### src/rtl/cev_pkg.sv
// Package of constants and carrier types for the core event controller
package cev_pkg;
  localparam int NUM_LEVELS = 16;
  localparam int LVL_W = 4;
  localparam int DATA_W = 32;
  localparam int ADDR_W = 8;
  localparam logic [3:0] LVL_EMU = 4'h0;
  localparam logic [3:0] LVL_RST = 4'h1;
  localparam logic [3:0] LVL_NMI = 4'h2;
  localparam logic [3:0] LVL_EXC = 4'h3;
  localparam logic [3:0] LVL_HWERR = 4'h5;
  localparam logic [3:0] LVL_TMR = 4'h6;
  localparam logic [3:0] LVL_GEN_LO = 4'h7;
  localparam int NUM_GEN = 9;
  localparam logic [15:0] NONMASK_BITS = 16'h000f;
  localparam logic [15:0] GEN_BITS = 16'hff80;
  localparam logic [7:0] OFF_LATCH = 8'h00;
  localparam logic [7:0] OFF_MASK = 8'h04;
  localparam logic [7:0] OFF_PEND = 8'h08;
  localparam logic [7:0] OFF_RAISE = 8'h0c;
  localparam logic [7:0] OFF_RMASK = 8'h10;
  localparam logic [7:0] OFF_RSTAT = 8'h14;
  localparam logic [7:0] OFF_ASSIGN0 = 8'h18;
  localparam logic [7:0] OFF_ASSIGN1 = 8'h1c;
  localparam logic [7:0] OFF_VEC_BASE = 8'h40;
  localparam logic [15:0] RST_LATCH = 16'h0000;
  localparam logic [15:0] RST_MASK = 16'h001f;
  localparam logic [15:0] RST_PEND = 16'h0000;
  localparam logic [31:0] RST_RMASK = 32'h0000_0000;
  localparam logic [31:0] RST_ASSIGN = 32'h0000_0000;
  localparam logic [31:0] RST_VEC = 32'h0000_0000;

  typedef struct packed {
    logic emu;
    logic rst;
    logic nmi_pin;
    logic wdog;
    logic exc;
    logic hwerr;
    logic tmr;
  } cev_evt_req_t;

  typedef struct packed {
    logic take;
    logic [3:0] level;
    logic [31:0] vector;
  } cev_entry_t;
endpackage

### src/rtl/cev_core_event.sv
// Core event stage with routing, register slave and vectoring
`timescale 1ns/100ps
module cev_core_event #(
  parameter int NUM_SRC = 16
) (
  input wire logic clk_sys_in,
  input wire logic rst_in,
  input wire logic [7:0] avs_address_in,
  input wire logic avs_read_in,
  input wire logic avs_write_in,
  input wire logic [31:0] avs_writedata_in,
  input wire logic [3:0] avs_byteenable_in,
  input wire logic avs_supervisor_in,
  output logic [31:0] avs_readdata_out,
  output logic avs_waitrequest_out,
  input wire cev_pkg::cev_evt_req_t evt_in,
  input wire logic [NUM_SRC-1:0] periph_irq_in,
  input wire logic take_ready_in,
  input wire logic [31:0] pc_in,
  input wire logic rte_in,
  input wire logic [3:0] rte_level_in,
  output cev_pkg::cev_entry_t entry_out,
  output logic save_state_out,
  output logic emu_mode_out,
  output logic core_reset_out,
  output logic [31:0] resume_addr_out,
  output logic resume_out
);
  logic [15:0] latch;
  logic [15:0] mask;
  logic [15:0] pend;
  logic [NUM_SRC-1:0] rmask;
  logic [4*NUM_SRC-1:0] rassign;
  logic [31:0] vec_tab [cev_pkg::NUM_LEVELS];
  logic [31:0] ret_addr [cev_pkg::NUM_LEVELS];
  logic nmi_meta;
  logic nmi_sync;
  logic [15:0] raw;
  logic [15:0] raw_prev;
  logic [15:0] set_bits;
  logic [15:0] eff_mask;
  logic [15:0] cand;
  logic [NUM_SRC-1:0] rstat;
  logic [8:0] gen_lvls;
  logic c_found;
  logic [3:0] c_idx;
  logic p_found;
  logic [3:0] p_idx;
  logic take;
  logic [15:0] take_bit;
  logic ack;
  logic req;
  logic wr_go;
  logic sup_wr;
  logic [15:0] wr_clear;
  logic [15:0] wr_raise;
  logic [31:0] next_rdata;

  function automatic logic [31:0] merge_be(input logic [31:0] old,
                                           input logic [31:0] wd,
                                           input logic [3:0] be);
    logic [31:0] r;
    r = old;
    for (int b = 0; b < 4; b++)
    begin
      if (be[b])
      begin
        r[8*b +: 8] = wd[8*b +: 8];
      end
    end
    return r;
  endfunction

  function automatic logic [15:0] onehot16(input logic [3:0] i);
    return 16'h0001 << i;
  endfunction

  // Pin synchroniser for the nonmaskable input
  always_ff @(posedge clk_sys_in)
  begin
    if (rst_in)
    begin
      nmi_meta <= 1'b0;
      nmi_sync <= 1'b0;
    end
    else
    begin
      nmi_meta <= evt_in.nmi_pin;
      nmi_sync <= nmi_meta;
    end
  end

  cev_irq_router #(
    .NUM_SRC(NUM_SRC)
  ) u_router (
    .src_in(periph_irq_in),
    .src_mask_in(rmask),
    .assign_in(rassign),
    .status_out(rstat),
    .gen_out(gen_lvls)
  );

  always_comb
  begin
    raw = 16'h0000;
    raw[cev_pkg::LVL_EMU] = evt_in.emu;
    raw[cev_pkg::LVL_RST] = evt_in.rst;
    raw[cev_pkg::LVL_NMI] = nmi_sync | evt_in.wdog;
    raw[cev_pkg::LVL_EXC] = evt_in.exc;
    raw[cev_pkg::LVL_HWERR] = evt_in.hwerr;
    raw[cev_pkg::LVL_TMR] = evt_in.tmr;
    raw[15:7] = gen_lvls;
  end

  always_ff @(posedge clk_sys_in)
  begin
    if (rst_in)
    begin
      raw_prev <= 16'h0000;
    end
    else
    begin
      raw_prev <= raw;
    end
  end

  assign set_bits = (raw & ~raw_prev) | wr_raise;

  assign eff_mask = mask | cev_pkg::NONMASK_BITS;
  assign cand = latch & eff_mask;

  cev_prio_enc #(
    .W(16)
  ) u_cand (
    .req_in(cand),
    .found_out(c_found),
    .idx_out(c_idx)
  );

  cev_prio_enc #(
    .W(16)
  ) u_cur (
    .req_in(pend),
    .found_out(p_found),
    .idx_out(p_idx)
  );

  // Nest only above the active level
  assign take = c_found && take_ready_in && (!p_found || c_idx < p_idx);
  assign take_bit = take ? onehot16(c_idx) : 16'h0000;

  // Bus slave handshake
  assign req = avs_read_in | avs_write_in;
  assign avs_waitrequest_out = req & ~ack;
  assign wr_go = avs_write_in & ack;
  assign sup_wr = wr_go & avs_supervisor_in;
  assign wr_clear = (sup_wr && avs_address_in == cev_pkg::OFF_LATCH) ?
    (avs_writedata_in[15:0] & ~eff_mask) : 16'h0000;
  assign wr_raise = (sup_wr && avs_address_in == cev_pkg::OFF_RAISE) ?
    (avs_writedata_in[15:0] & cev_pkg::GEN_BITS) : 16'h0000;

  always_ff @(posedge clk_sys_in)
  begin
    if (rst_in)
    begin
      ack <= 1'b0;
    end
    else
    begin
      ack <= req & ~ack;
    end
  end

  always_ff @(posedge clk_sys_in)
  begin
    if (rst_in)
    begin
      latch <= cev_pkg::RST_LATCH;
    end
    else
    begin
      latch <= (latch & ~take_bit & ~wr_clear) | set_bits;
    end
  end

  always_ff @(posedge clk_sys_in)
  begin
    if (rst_in)
    begin
      mask <= cev_pkg::RST_MASK;
    end
    else if (sup_wr && avs_address_in == cev_pkg::OFF_MASK)
    begin
      mask <= 16'(merge_be({16'h0000, mask}, avs_writedata_in,
                           avs_byteenable_in));
    end
  end

  always_ff @(posedge clk_sys_in)
  begin
    if (rst_in)
    begin
      pend <= cev_pkg::RST_PEND;
    end
    else if (take && c_idx == cev_pkg::LVL_RST)
    begin
      pend <= onehot16(cev_pkg::LVL_RST);
    end
    else
    begin
      pend <= (pend & ~((rte_in) ? onehot16(rte_level_in) : 16'h0000))
              | take_bit;
    end
  end

  // Routing stage configuration
  always_ff @(posedge clk_sys_in)
  begin
    if (rst_in)
    begin
      rmask <= cev_pkg::RST_RMASK[NUM_SRC-1:0];
      rassign <= {2{cev_pkg::RST_ASSIGN}};
    end
    else if (sup_wr)
    begin
      if (avs_address_in == cev_pkg::OFF_RMASK)
      begin
        rmask <= NUM_SRC'(merge_be({{(32-NUM_SRC){1'b0}}, rmask},
                                   avs_writedata_in, avs_byteenable_in));
      end
      if (avs_address_in == cev_pkg::OFF_ASSIGN0)
      begin
        rassign[31:0] <= merge_be(rassign[31:0], avs_writedata_in,
                                  avs_byteenable_in);
      end
      if (avs_address_in == cev_pkg::OFF_ASSIGN1)
      begin
        rassign[63:32] <= merge_be(rassign[63:32], avs_writedata_in,
                                   avs_byteenable_in);
      end
    end
  end

  always_ff @(posedge clk_sys_in)
  begin
    if (rst_in)
    begin
      for (int i = 0; i < cev_pkg::NUM_LEVELS; i++)
      begin
        vec_tab[i] <= cev_pkg::RST_VEC;
      end
    end
    else if (sup_wr && avs_address_in[7:6] == cev_pkg::OFF_VEC_BASE[7:6])
    begin
      vec_tab[avs_address_in[5:2]] <= merge_be(vec_tab[avs_address_in[5:2]],
                                               avs_writedata_in,
                                               avs_byteenable_in);
    end
  end

  always_comb
  begin
    next_rdata = 32'h0000_0000;
    if (avs_supervisor_in)
    begin
      unique case (avs_address_in)
        cev_pkg::OFF_LATCH: next_rdata = {16'h0000, latch};
        cev_pkg::OFF_MASK: next_rdata = {16'h0000, eff_mask};
        cev_pkg::OFF_PEND: next_rdata = {16'h0000, pend};
        cev_pkg::OFF_RMASK: next_rdata = 32'(rmask);
        cev_pkg::OFF_RSTAT: next_rdata = 32'(rstat);
        cev_pkg::OFF_ASSIGN0: next_rdata = rassign[31:0];
        cev_pkg::OFF_ASSIGN1: next_rdata = rassign[63:32];
        default:
        begin
          if (avs_address_in[7:6] == cev_pkg::OFF_VEC_BASE[7:6])
          begin
            next_rdata = vec_tab[avs_address_in[5:2]];
          end
        end
      endcase
    end
  end

  always_ff @(posedge clk_sys_in)
  begin
    if (rst_in)
    begin
      avs_readdata_out <= 32'h0000_0000;
    end
    else if (avs_read_in && !ack)
    begin
      avs_readdata_out <= next_rdata;
    end
  end

  always_ff @(posedge clk_sys_in)
  begin
    if (rst_in)
    begin
      entry_out <= '0;
      save_state_out <= 1'b0;
    end
    else
    begin
      entry_out.take <= take;
      entry_out.level <= take ? c_idx : entry_out.level;
      entry_out.vector <= take ? vec_tab[c_idx] : entry_out.vector;
      save_state_out <= take;
    end
  end

  always_ff @(posedge clk_sys_in)
  begin
    if (rst_in)
    begin
      for (int i = 0; i < cev_pkg::NUM_LEVELS; i++)
      begin
        ret_addr[i] <= 32'h0000_0000;
      end
    end
    else if (take)
    begin
      ret_addr[c_idx] <= pc_in;
    end
  end

  always_ff @(posedge clk_sys_in)
  begin
    if (rst_in)
    begin
      resume_out <= 1'b0;
      resume_addr_out <= 32'h0000_0000;
    end
    else
    begin
      resume_out <= rte_in;
      resume_addr_out <= rte_in ? ret_addr[rte_level_in] : resume_addr_out;
    end
  end

  always_ff @(posedge clk_sys_in)
  begin
    if (rst_in)
    begin
      emu_mode_out <= 1'b0;
      core_reset_out <= 1'b0;
    end
    else
    begin
      core_reset_out <= take && c_idx == cev_pkg::LVL_RST;
      if (take && c_idx == cev_pkg::LVL_EMU)
      begin
        emu_mode_out <= 1'b1;
      end
      else if (rte_in && rte_level_in == cev_pkg::LVL_EMU)
      begin
        emu_mode_out <= 1'b0;
      end
    end
  end

  a_take_nest: assert property (
    @(posedge clk_sys_in) disable iff (rst_in)
    take && p_found && !rte_in && c_idx != cev_pkg::LVL_RST |=>
      pend[$past(p_idx)] && pend[$past(c_idx)])
    else $error("nested entry dropped the active level");
  a_take_highest: assert property (
    @(posedge clk_sys_in) disable iff (rst_in)
    take |-> (cand & (onehot16(c_idx) - 16'h0001)) == 16'h0000)
    else $error("lower priority taken first");
  a_emu_mode_set: assert property (
    @(posedge clk_sys_in) disable iff (rst_in)
    take && c_idx == cev_pkg::LVL_EMU |=> emu_mode_out)
    else $error("emulation mode not entered");
  a_core_reset_pulse: assert property (
    @(posedge clk_sys_in) disable iff (rst_in)
    take && c_idx == cev_pkg::LVL_RST |=>
      core_reset_out && pend == onehot16(cev_pkg::LVL_RST))
    else $error("reset entry wrong");
  a_nmi_pin_latch: assert property (
    @(posedge clk_sys_in) disable iff (rst_in)
    $rose(nmi_sync) |=> latch[cev_pkg::LVL_NMI])
    else $error("nonmaskable not latched");
  a_latch_accept: assert property (
    @(posedge clk_sys_in) disable iff (rst_in)
    take && !set_bits[c_idx] |=> !latch[$past(c_idx)])
    else $error("accepted latch bit not cleared");
  a_mask_blocks: assert property (
    @(posedge clk_sys_in) disable iff (rst_in)
    take |-> latch[c_idx] && (mask[c_idx] || c_idx <= cev_pkg::LVL_EXC))
    else $error("masked event taken");
  a_pend_entry: assert property (
    @(posedge clk_sys_in) disable iff (rst_in)
    take |=> pend[$past(c_idx)] && entry_out.take && save_state_out)
    else $error("pending or entry strobe missing");
  a_vector_out: assert property (
    @(posedge clk_sys_in) disable iff (rst_in)
    take |=> entry_out.level == $past(c_idx) &&
      entry_out.vector == $past(vec_tab[c_idx]))
    else $error("wrong vector supplied");
  a_resume_addr: assert property (
    @(posedge clk_sys_in) disable iff (rst_in)
    rte_in && !take |=> resume_out &&
      resume_addr_out == ret_addr[$past(rte_level_in)])
    else $error("resume address wrong");
  a_user_reserved: assert property (
    @(posedge clk_sys_in) disable iff (rst_in)
    avs_read_in && !ack && !avs_supervisor_in |=> avs_readdata_out == 0)
    else $error("non-supervisor read saw data");
endmodule

### src/rtl/cev_prio_enc.sv
// Fixed priority encoder, lowest index wins
`timescale 1ns/100ps
module cev_prio_enc #(
  parameter int W = 16
) (
  input wire logic [W-1:0] req_in,
  output logic found_out,
  output logic [3:0] idx_out
);
  always_comb
  begin
    found_out = 1'b0;
    idx_out = 4'h0;
    for (int i = W - 1; i >= 0; i--)
    begin
      if (req_in[i])
      begin
        found_out = 1'b1;
        idx_out = 4'(i);
      end
    end
  end
endmodule

### src/rtl/cev_irq_router.sv
// Routing stage from peripheral requests to the general levels
`timescale 1ns/100ps
module cev_irq_router #(
  parameter int NUM_SRC = 16
) (
  input wire logic [NUM_SRC-1:0] src_in,
  input wire logic [NUM_SRC-1:0] src_mask_in,
  input wire logic [4*NUM_SRC-1:0] assign_in,
  output logic [NUM_SRC-1:0] status_out,
  output logic [8:0] gen_out
);
  logic [3:0] sel;
  assign status_out = src_in & src_mask_in;
  // Map each unmasked source to its assigned level, if below 9
  always_comb
  begin
    gen_out = 9'h000;
    sel = 4'h0;
    for (int s = 0; s < NUM_SRC; s++)
    begin
      sel = assign_in[4*s +: 4];
      if (status_out[s] && sel < 4'(cev_pkg::NUM_GEN))
      begin
        gen_out[sel] = 1'b1;
      end
    end
  end
endmodule

### config.mk
export PLATFORM = sky130hd
export DESIGN_NAME = cev_core_event
export DESIGN_NICKNAME = d
export VERILOG_FILES = /design/src/rtl/cev_pkg.sv /design/src/rtl/cev_core_event.sv /design/src/rtl/cev_prio_enc.sv /design/src/rtl/cev_irq_router.sv
export SDC_FILE = /design/constraint.sdc
export NUM_CORES = 2
export LEC_CHECK = 0
export BUFFER_PORTS_ARGS = -buffer_cell sky130_fd_sc_hd__buf_4
export CAP_MARGIN = 20
export CORE_UTILIZATION = 40
export CTS_BUF_LIST = sky130_fd_sc_hd__clkbuf_4
export DETAILED_ROUTE_END_ITERATION = 10
export HOLD_SLACK_MARGIN = 0.1
export MAX_ROUTING_LAYER = met4
export PLACE_DENSITY_LB_ADDON = 0.25
export SETUP_SLACK_MARGIN = 0.15
export SLEW_MARGIN = 20
export SYNTH_ARGS = -nofsm -noshare
export SYNTH_HDL_FRONTEND = slang
export SYNTH_HIERARCHICAL = 1
export SYNTH_SLANG_ARGS = --single-unit
export TNS_END_PERCENT = 50
### constraint.sdc
create_clock -name clk_sys_in -period 3.5 [get_ports clk_sys_in]
set_clock_uncertainty 0.2 [all_clocks]
set_input_delay 0 -clock clk_sys_in [delete_from_list [all_inputs] [get_ports clk_sys_in]]
set_output_delay 0 -clock clk_sys_in [all_outputs]
set_load 0.05 [all_outputs]
# After elaboration in Yosys (flattened, before gate mapping)
# Memory sizes are Yosys's and may differ from the RTL's. A register that Yosys moved wholly into a read port is not among the register bits.
# Cells that the tools add are included.
totals:
  wordCells: 336
  input_bits: 110
  mem_bits_rw: 1024
  mem_bits_ro: 0
  latchBits: 0
  output_inout_bits: 106
  reg_bits: 187
  n_memories: 2
mem_list:
  columns: ["name", "depth", "width", "rd", "rd_ports_with_merged_regs", "wr", "line_no", "text"]
  rows:
  - ["ret_addr", 16, 32, 1, 1, 16, "cev_core_event.sv:35", "logic [31:0] ret_addr [cev_pkg::NUM_LEVELS];"]
  - ["vec_tab", 16, 32, 2, 1, 16, "cev_core_event.sv:34", "logic [31:0] vec_tab [cev_pkg::NUM_LEVELS];"]
op_classes:
  n_eq_ne: 9
  n_addsub: 0
  n_mux: 148
  n_mul: 0
  div_mod_pow: 0
  reduce_logical: 64
  bitwise: 36
  shifts: 2
  order_cmp: 49
ops:
  columns: ["op", "count"]
  rows:
  - ["32-bit one-hot mux with 7 select lines", 1]
  - ["9-bit two-way mux", 16]
  - ["4-bit two-way mux", 34]
  - ["9-bit bitwise OR", 15]
  - ["32-bit two-way mux", 4]
  - ["16-bit bitwise AND", 7]
  - ["8-bit two-way mux", 12]
  - ["4-bit by 5-bit less-than comparator with 1-bit output (second input constant)", 16]
  - ["16-bit inverter", 5]
  - ["1-bit demux with 4-bit select", 16]
  - ["4-bit by 1-bit greater-or-equal comparator with 1-bit output (second input constant)", 16]
  - ["4-bit less-than comparator (second input constant)", 16]
  - ["16-bit two-way mux", 4]
  - ["32-bit OR reduction", 2]
  - ["1-bit two-way mux", 60]
  - ["16-bit bitwise OR", 3]
  - ["1-bit logical AND", 42]
  - ["8-bit by 5-bit == test with 1-bit output (second input constant)", 4]
  - ["1-bit by 4-bit << shifter with 16-bit output (first input constant)", 2]
  - ["3-bit AND reduction", 10]
  - ["8-bit by 4-bit == test with 1-bit output (second input constant)", 2]
  - ["8-bit by 3-bit == test with 1-bit output (second input constant)", 1]
  - ["4-bit logical NOT", 2]
  - ["8-bit logical NOT", 1]
  - ["other kinds (12)", 17]

# Depth between registers and ports, before layout
logic_depth:
  word_depth: 38
  depth_mapped: 15
  depth_no_buf: 13

# Cells and area by module
# Netlist, hierarchy kept.
modules_own_cells:
  columns: ["module", "cells_each", "instances", "seq_area_each_um2", "area_each_um2"]
  rows:
  - ["cev_core_event", 4580, 1, 35674.2, 59582.1]
  - ["cev_irq_router", 244, 1, 0.0, 1634.1]
  - ["cev_prio_enc", 33, 2, 0.0, 178.9]

# Least setup slack after synthesis
# OpenSTA, ideal clock, no wires.
synth_timing:
  path_kind: "reg-to-reg"
  start: "register latch[15]"
  end: "memory ret_addr[2][0], enable pin"
  period_less_slack_ps: 3614
  t_required_ps: 2911
  stages_incl_launch_ff: 13
  setup_slack_ps: -114
  arrival_time_ps: 3024
  n_path_buf: 1
  setup_ps: 389
  cell_sequence: "dfxtp_1 > and2_1 > nor2_1 > nor3_1 > o31ai_1 > a31oi_1 > ha_1 > a21o_1 > a21o_1 > a31oi_4 > buf_2 > nand3_1 > nand2_1"
synth_rtl:
  columns: ["element", "line_no", "text"]
  rows:
  - ["start, declared", "cev_core_event.sv:29", "logic [15:0] latch;"]
  - ["start signal, assigned", "cev_core_event.sv:178", "latch <= cev_pkg::RST_LATCH;"]
  - ["start signal, assigned", "cev_core_event.sv:182", "latch <= (latch & ~take_bit & ~wr_clear) | set_bits;"]
  - ["end, declared", "cev_core_event.sv:35", null]

==> results.toml <==
[floorplan]
start_util_pct = 40.4
die-width_um = 394
die_area_um2 = 156000
num_rows = 143
top_level_ports = 216
placeableCoreArea_um2 = 152000
die_h_um = 394

[logic_synthesis]
synth_ff_type = "edfxtp_1"
synth-seq-cells = 1270
async_reset_ff_share_pct = 0
netlist_instances = 4890
syn_area_per_cell_um2 = 12.6
synth_area_um2 = 61600
synth_nets = 5003
synth_cell_types = 84
ys_seq_area_share_pct = 57.9
synth-edff-count = 1024
synth.yosys.warnings = 6

[placed_design]
dp_slack_ns = 0.0799
dpl.hpwl_um = 143000
routabilityCongestion = 0.967
io_buffers = 215

[hold_path]
hold_class = "in -> reg"

[setup_path]
critPathMaxFanout = 23
worstRegToRegCells = 14
crit_path_end = "vec_tab[2][1]$_SDFFCE_PN0P_"
cp.arrival_ns = 4.19
startpoint_type = "primary input"
timing.rr.end = "ret_addr[3][30]$_SDFFCE_PN0P_"
critPathKind = "in -> reg"
critPathCaptureType = "register"
timing.rr.start = "latch[13]$_SDFF_PP0_"
crit_start = "rst_in"
required_ns = 4.26
ff2ff_setup_slack_ns = 0.16

[power]
p_switching_mw = 10.2
power.density_nw_per_um2 = 480
ir_drop_v = 0.000284
clockPowerShare_pct = 37.7
power.share.sequential_pct = 46.8
switching_share_pct = 27.9
combPwrFrac_pct = 15.4
p_int_mw = 26.4
power_leakage_nw = 27.2

[routing]
drtAntennaViolNets = 0
drc_errors = 0
num_vias = 48800
wirelength_um = 236000
dr.pass1.iters = 6
wire_per_inst_um = 29.4
first_iter_violations = 6525
vias_per_cell = 6.08

[timing]
setup_ws_ns = 0.0778
finalCriticalPeriod_ns = 3.42
maxSlewHeadroom_pct = 21.6
setup_viol = 0
fin_hold_ws_ns = 0.200
hold_violations = 0
worst_pin_slew_ns = 1.17
drv_slew = 0
timing.final.crit_share_pct = 97.8
rsz0062_at_grt = "true"
max_freq_mhz = 292

[run]
cap_violations = 0

[grt]
grt_pass1_wl_um = 332000
grt_antenna_before_repair = 18
grt_usage_pct = 30.3
grt-ovfl-total = 0
grt_pass1_vias = 47400
grt_max_degree = 91

[clock_tree]
ctsRootBufferMaster = "clkbuf_4"
cts.htree.levels = 5
clockBufferDepth = 4
cts_buffers = 357
clk_pin_slew_ns = 0.06
cts_sinks = 1270
clkLatencyLatePin_ns = 1.32
cts_tree = "done"

[final_layout]
layout_commonest_cell = "nor2_1"
syn_to_final_growth_pct = 23.7
most-common-layout-cells = "nor2_1 (1104), edfxtp_1 (1024), clkbuf_4 (551)"
drive_gt1_share_pct = 28.6
final_nets = 5828

[status]
outcome = "completed"
stage by stage:
stage                     util [%]  total power, mW  instances  area (µm²)  setup TNS (ns)
after floorplan                  -             20.4       4890       61600           -4.88
after global placement        44.0             22.4       6996       67100               0
after detailed placement      44.0             22.5       6996       67100               0
after CTS                     49.4             36.4       7979       75300               0
after global routing          50.0             37.7       8027       76100               0
final                         50.0             36.6       8030       76200               0
power by group through the flow:
stage,logic [mW],registers (mW),clock network (mW)
after floorplan,2.76,17.6,0
after detailed placement,5.01,17.5,0
final,5.65,17.1,13.8
after CTS,5.37,17.1,14.0
after global routing,5.83,17.2,14.7
after global placement,4.98,17.4,0
state kept, by name (all words and copies together), names as in the netlist:
register,flops
latch,16
raw_prev,15
entry_out,36
core_reset_out,1
resume_addr_out,32
avs_readdata_out,32
nmi_meta,1
rassign,64
pend,16
ret_addr,512
resume_out,1
save_state_out,1
ack,1
nmi_sync,1
mask,12
emu_mode_out,1
rmask,16
vec_tab,512
worst max-delay path, cell delays in order:
cell and delay [ns]:
dlygate4sd3_1 0.54, dlygate4sd3_1 0.58, buf_6 0.13, dlygate4sd3_1 0.63
buf_12 0.21, nor3b_1 0.22, nand3_1 0.21, buf_4 0.22
nor2_1 0.59, nand2_2 0.13, nand2_2 0.46, buf_12 0.24
Yosys cell counts (9+ instances only):
cell / count / area (µm²)
nand4bb_1: 10 / 113
a22oi_1: 78 / 586
nor2_1: 1112 / 4170
nand2_1: 341 / 1280
edfxtp_1: 1024 / 30700
nor3_1: 26 / 130
o21a_1: 9 / 67.6
buf_2: 112 / 561
o22ai_1: 93 / 582
a221oi_1: 77 / 674
buf_4: 40 / 300
nand4_1: 78 / 488
mux2i_1: 131 / 1310
a31o_2: 12 / 105
or2_2: 13 / 81.3
nor4_1: 24 / 150
buf_6: 10 / 113
and3_1: 11 / 68.8
o21ai_0: 98 / 490
buf_1: 47 / 176
nor3b_1: 18 / 135
dfxtp_1: 246 / 4920
a32o_1: 13 / 130
nand2b_1: 94 / 588
a22o_1: 60 / 526
mux4_2: 375 / 8450
and2_1: 93 / 582
a31oi_1: 12 / 75.1
a21oi_1: 79 / 395
a21oi_4: 16 / 260
inv_1: 32 / 120
nand4b_1: 42 / 368
clkbuf_1: 201 / 754
nor2b_1: 54 / 338
mux2_2: 30 / 338
nand3_1: 65 / 325
o32ai_1: 16 / 140
worst min path at each step:
stage                     cells past startpoint  slack [ns]                       endpoint                 start
after global placement                        2        0.02         raw_prev[6]$_SDFF_PP0_             evt_in[0]
after detailed placement                      2        0.03         raw_prev[6]$_SDFF_PP0_             evt_in[0]
final                                         4        0.20  ret_addr[0][14]$_SDFFCE_PN0P_             pc_in[14]
after floorplan                               1       -0.07            nmi_meta$_SDFF_PP0_             evt_in[4]
after global routing                          5        0.12    vec_tab[1][2]$_SDFFCE_PN0P_  avs_byteenable_in[0]
after CTS                                     4        0.10  ret_addr[0][29]$_SDFFCE_PN0P_             pc_in[29]
area by class of cell:
type,count,area (µm²)
fillers,13500,76300
flip-flops and latches,1270,35700
multi-input cells,3171,24300
repair buffers,881,8990
clock buffers,550,4130
well taps,2030,2540
clock inverters,77,363
inverters,34,136
diodes,17,42.5
routing by layer:
| layer | part of all wire (%) | track usage [%] | vias to the layer above | wire, µm |
|---|---|---|---|---|
| met4 | 3.9 | 12.5 | 0 | 9300 |
| met2 | 46 | 45.8 | 3399 | 108000 |
| met5 | 0 | - | - | 0 |
| met3 | 12 | 7.80 | 613 | 28900 |
| met1 | 38 | 38.8 | 24500 | 89700 |
| li1 | - | - | 20300 | - |
logic make-up after synthesis:
family	count (synthesis)	synth area share, %
simple gates	2025	15.1
flops	1270	57.9
compound gates	607	7.20
mux	536	16.4
buf+inv	449	3.34
fa+ha+maj	3	0.0610
what timing repair did:
item,4_1_cts,5_1_grt
pin swaps,1,12
hold endpoints to repair,2294,0
hold buffers,348,0
setup endpoints to repair,33,451
buffers inserted,6,21
cloned,2,15
gates resized for setup,3,71
(Power assumes the default switching activity.)
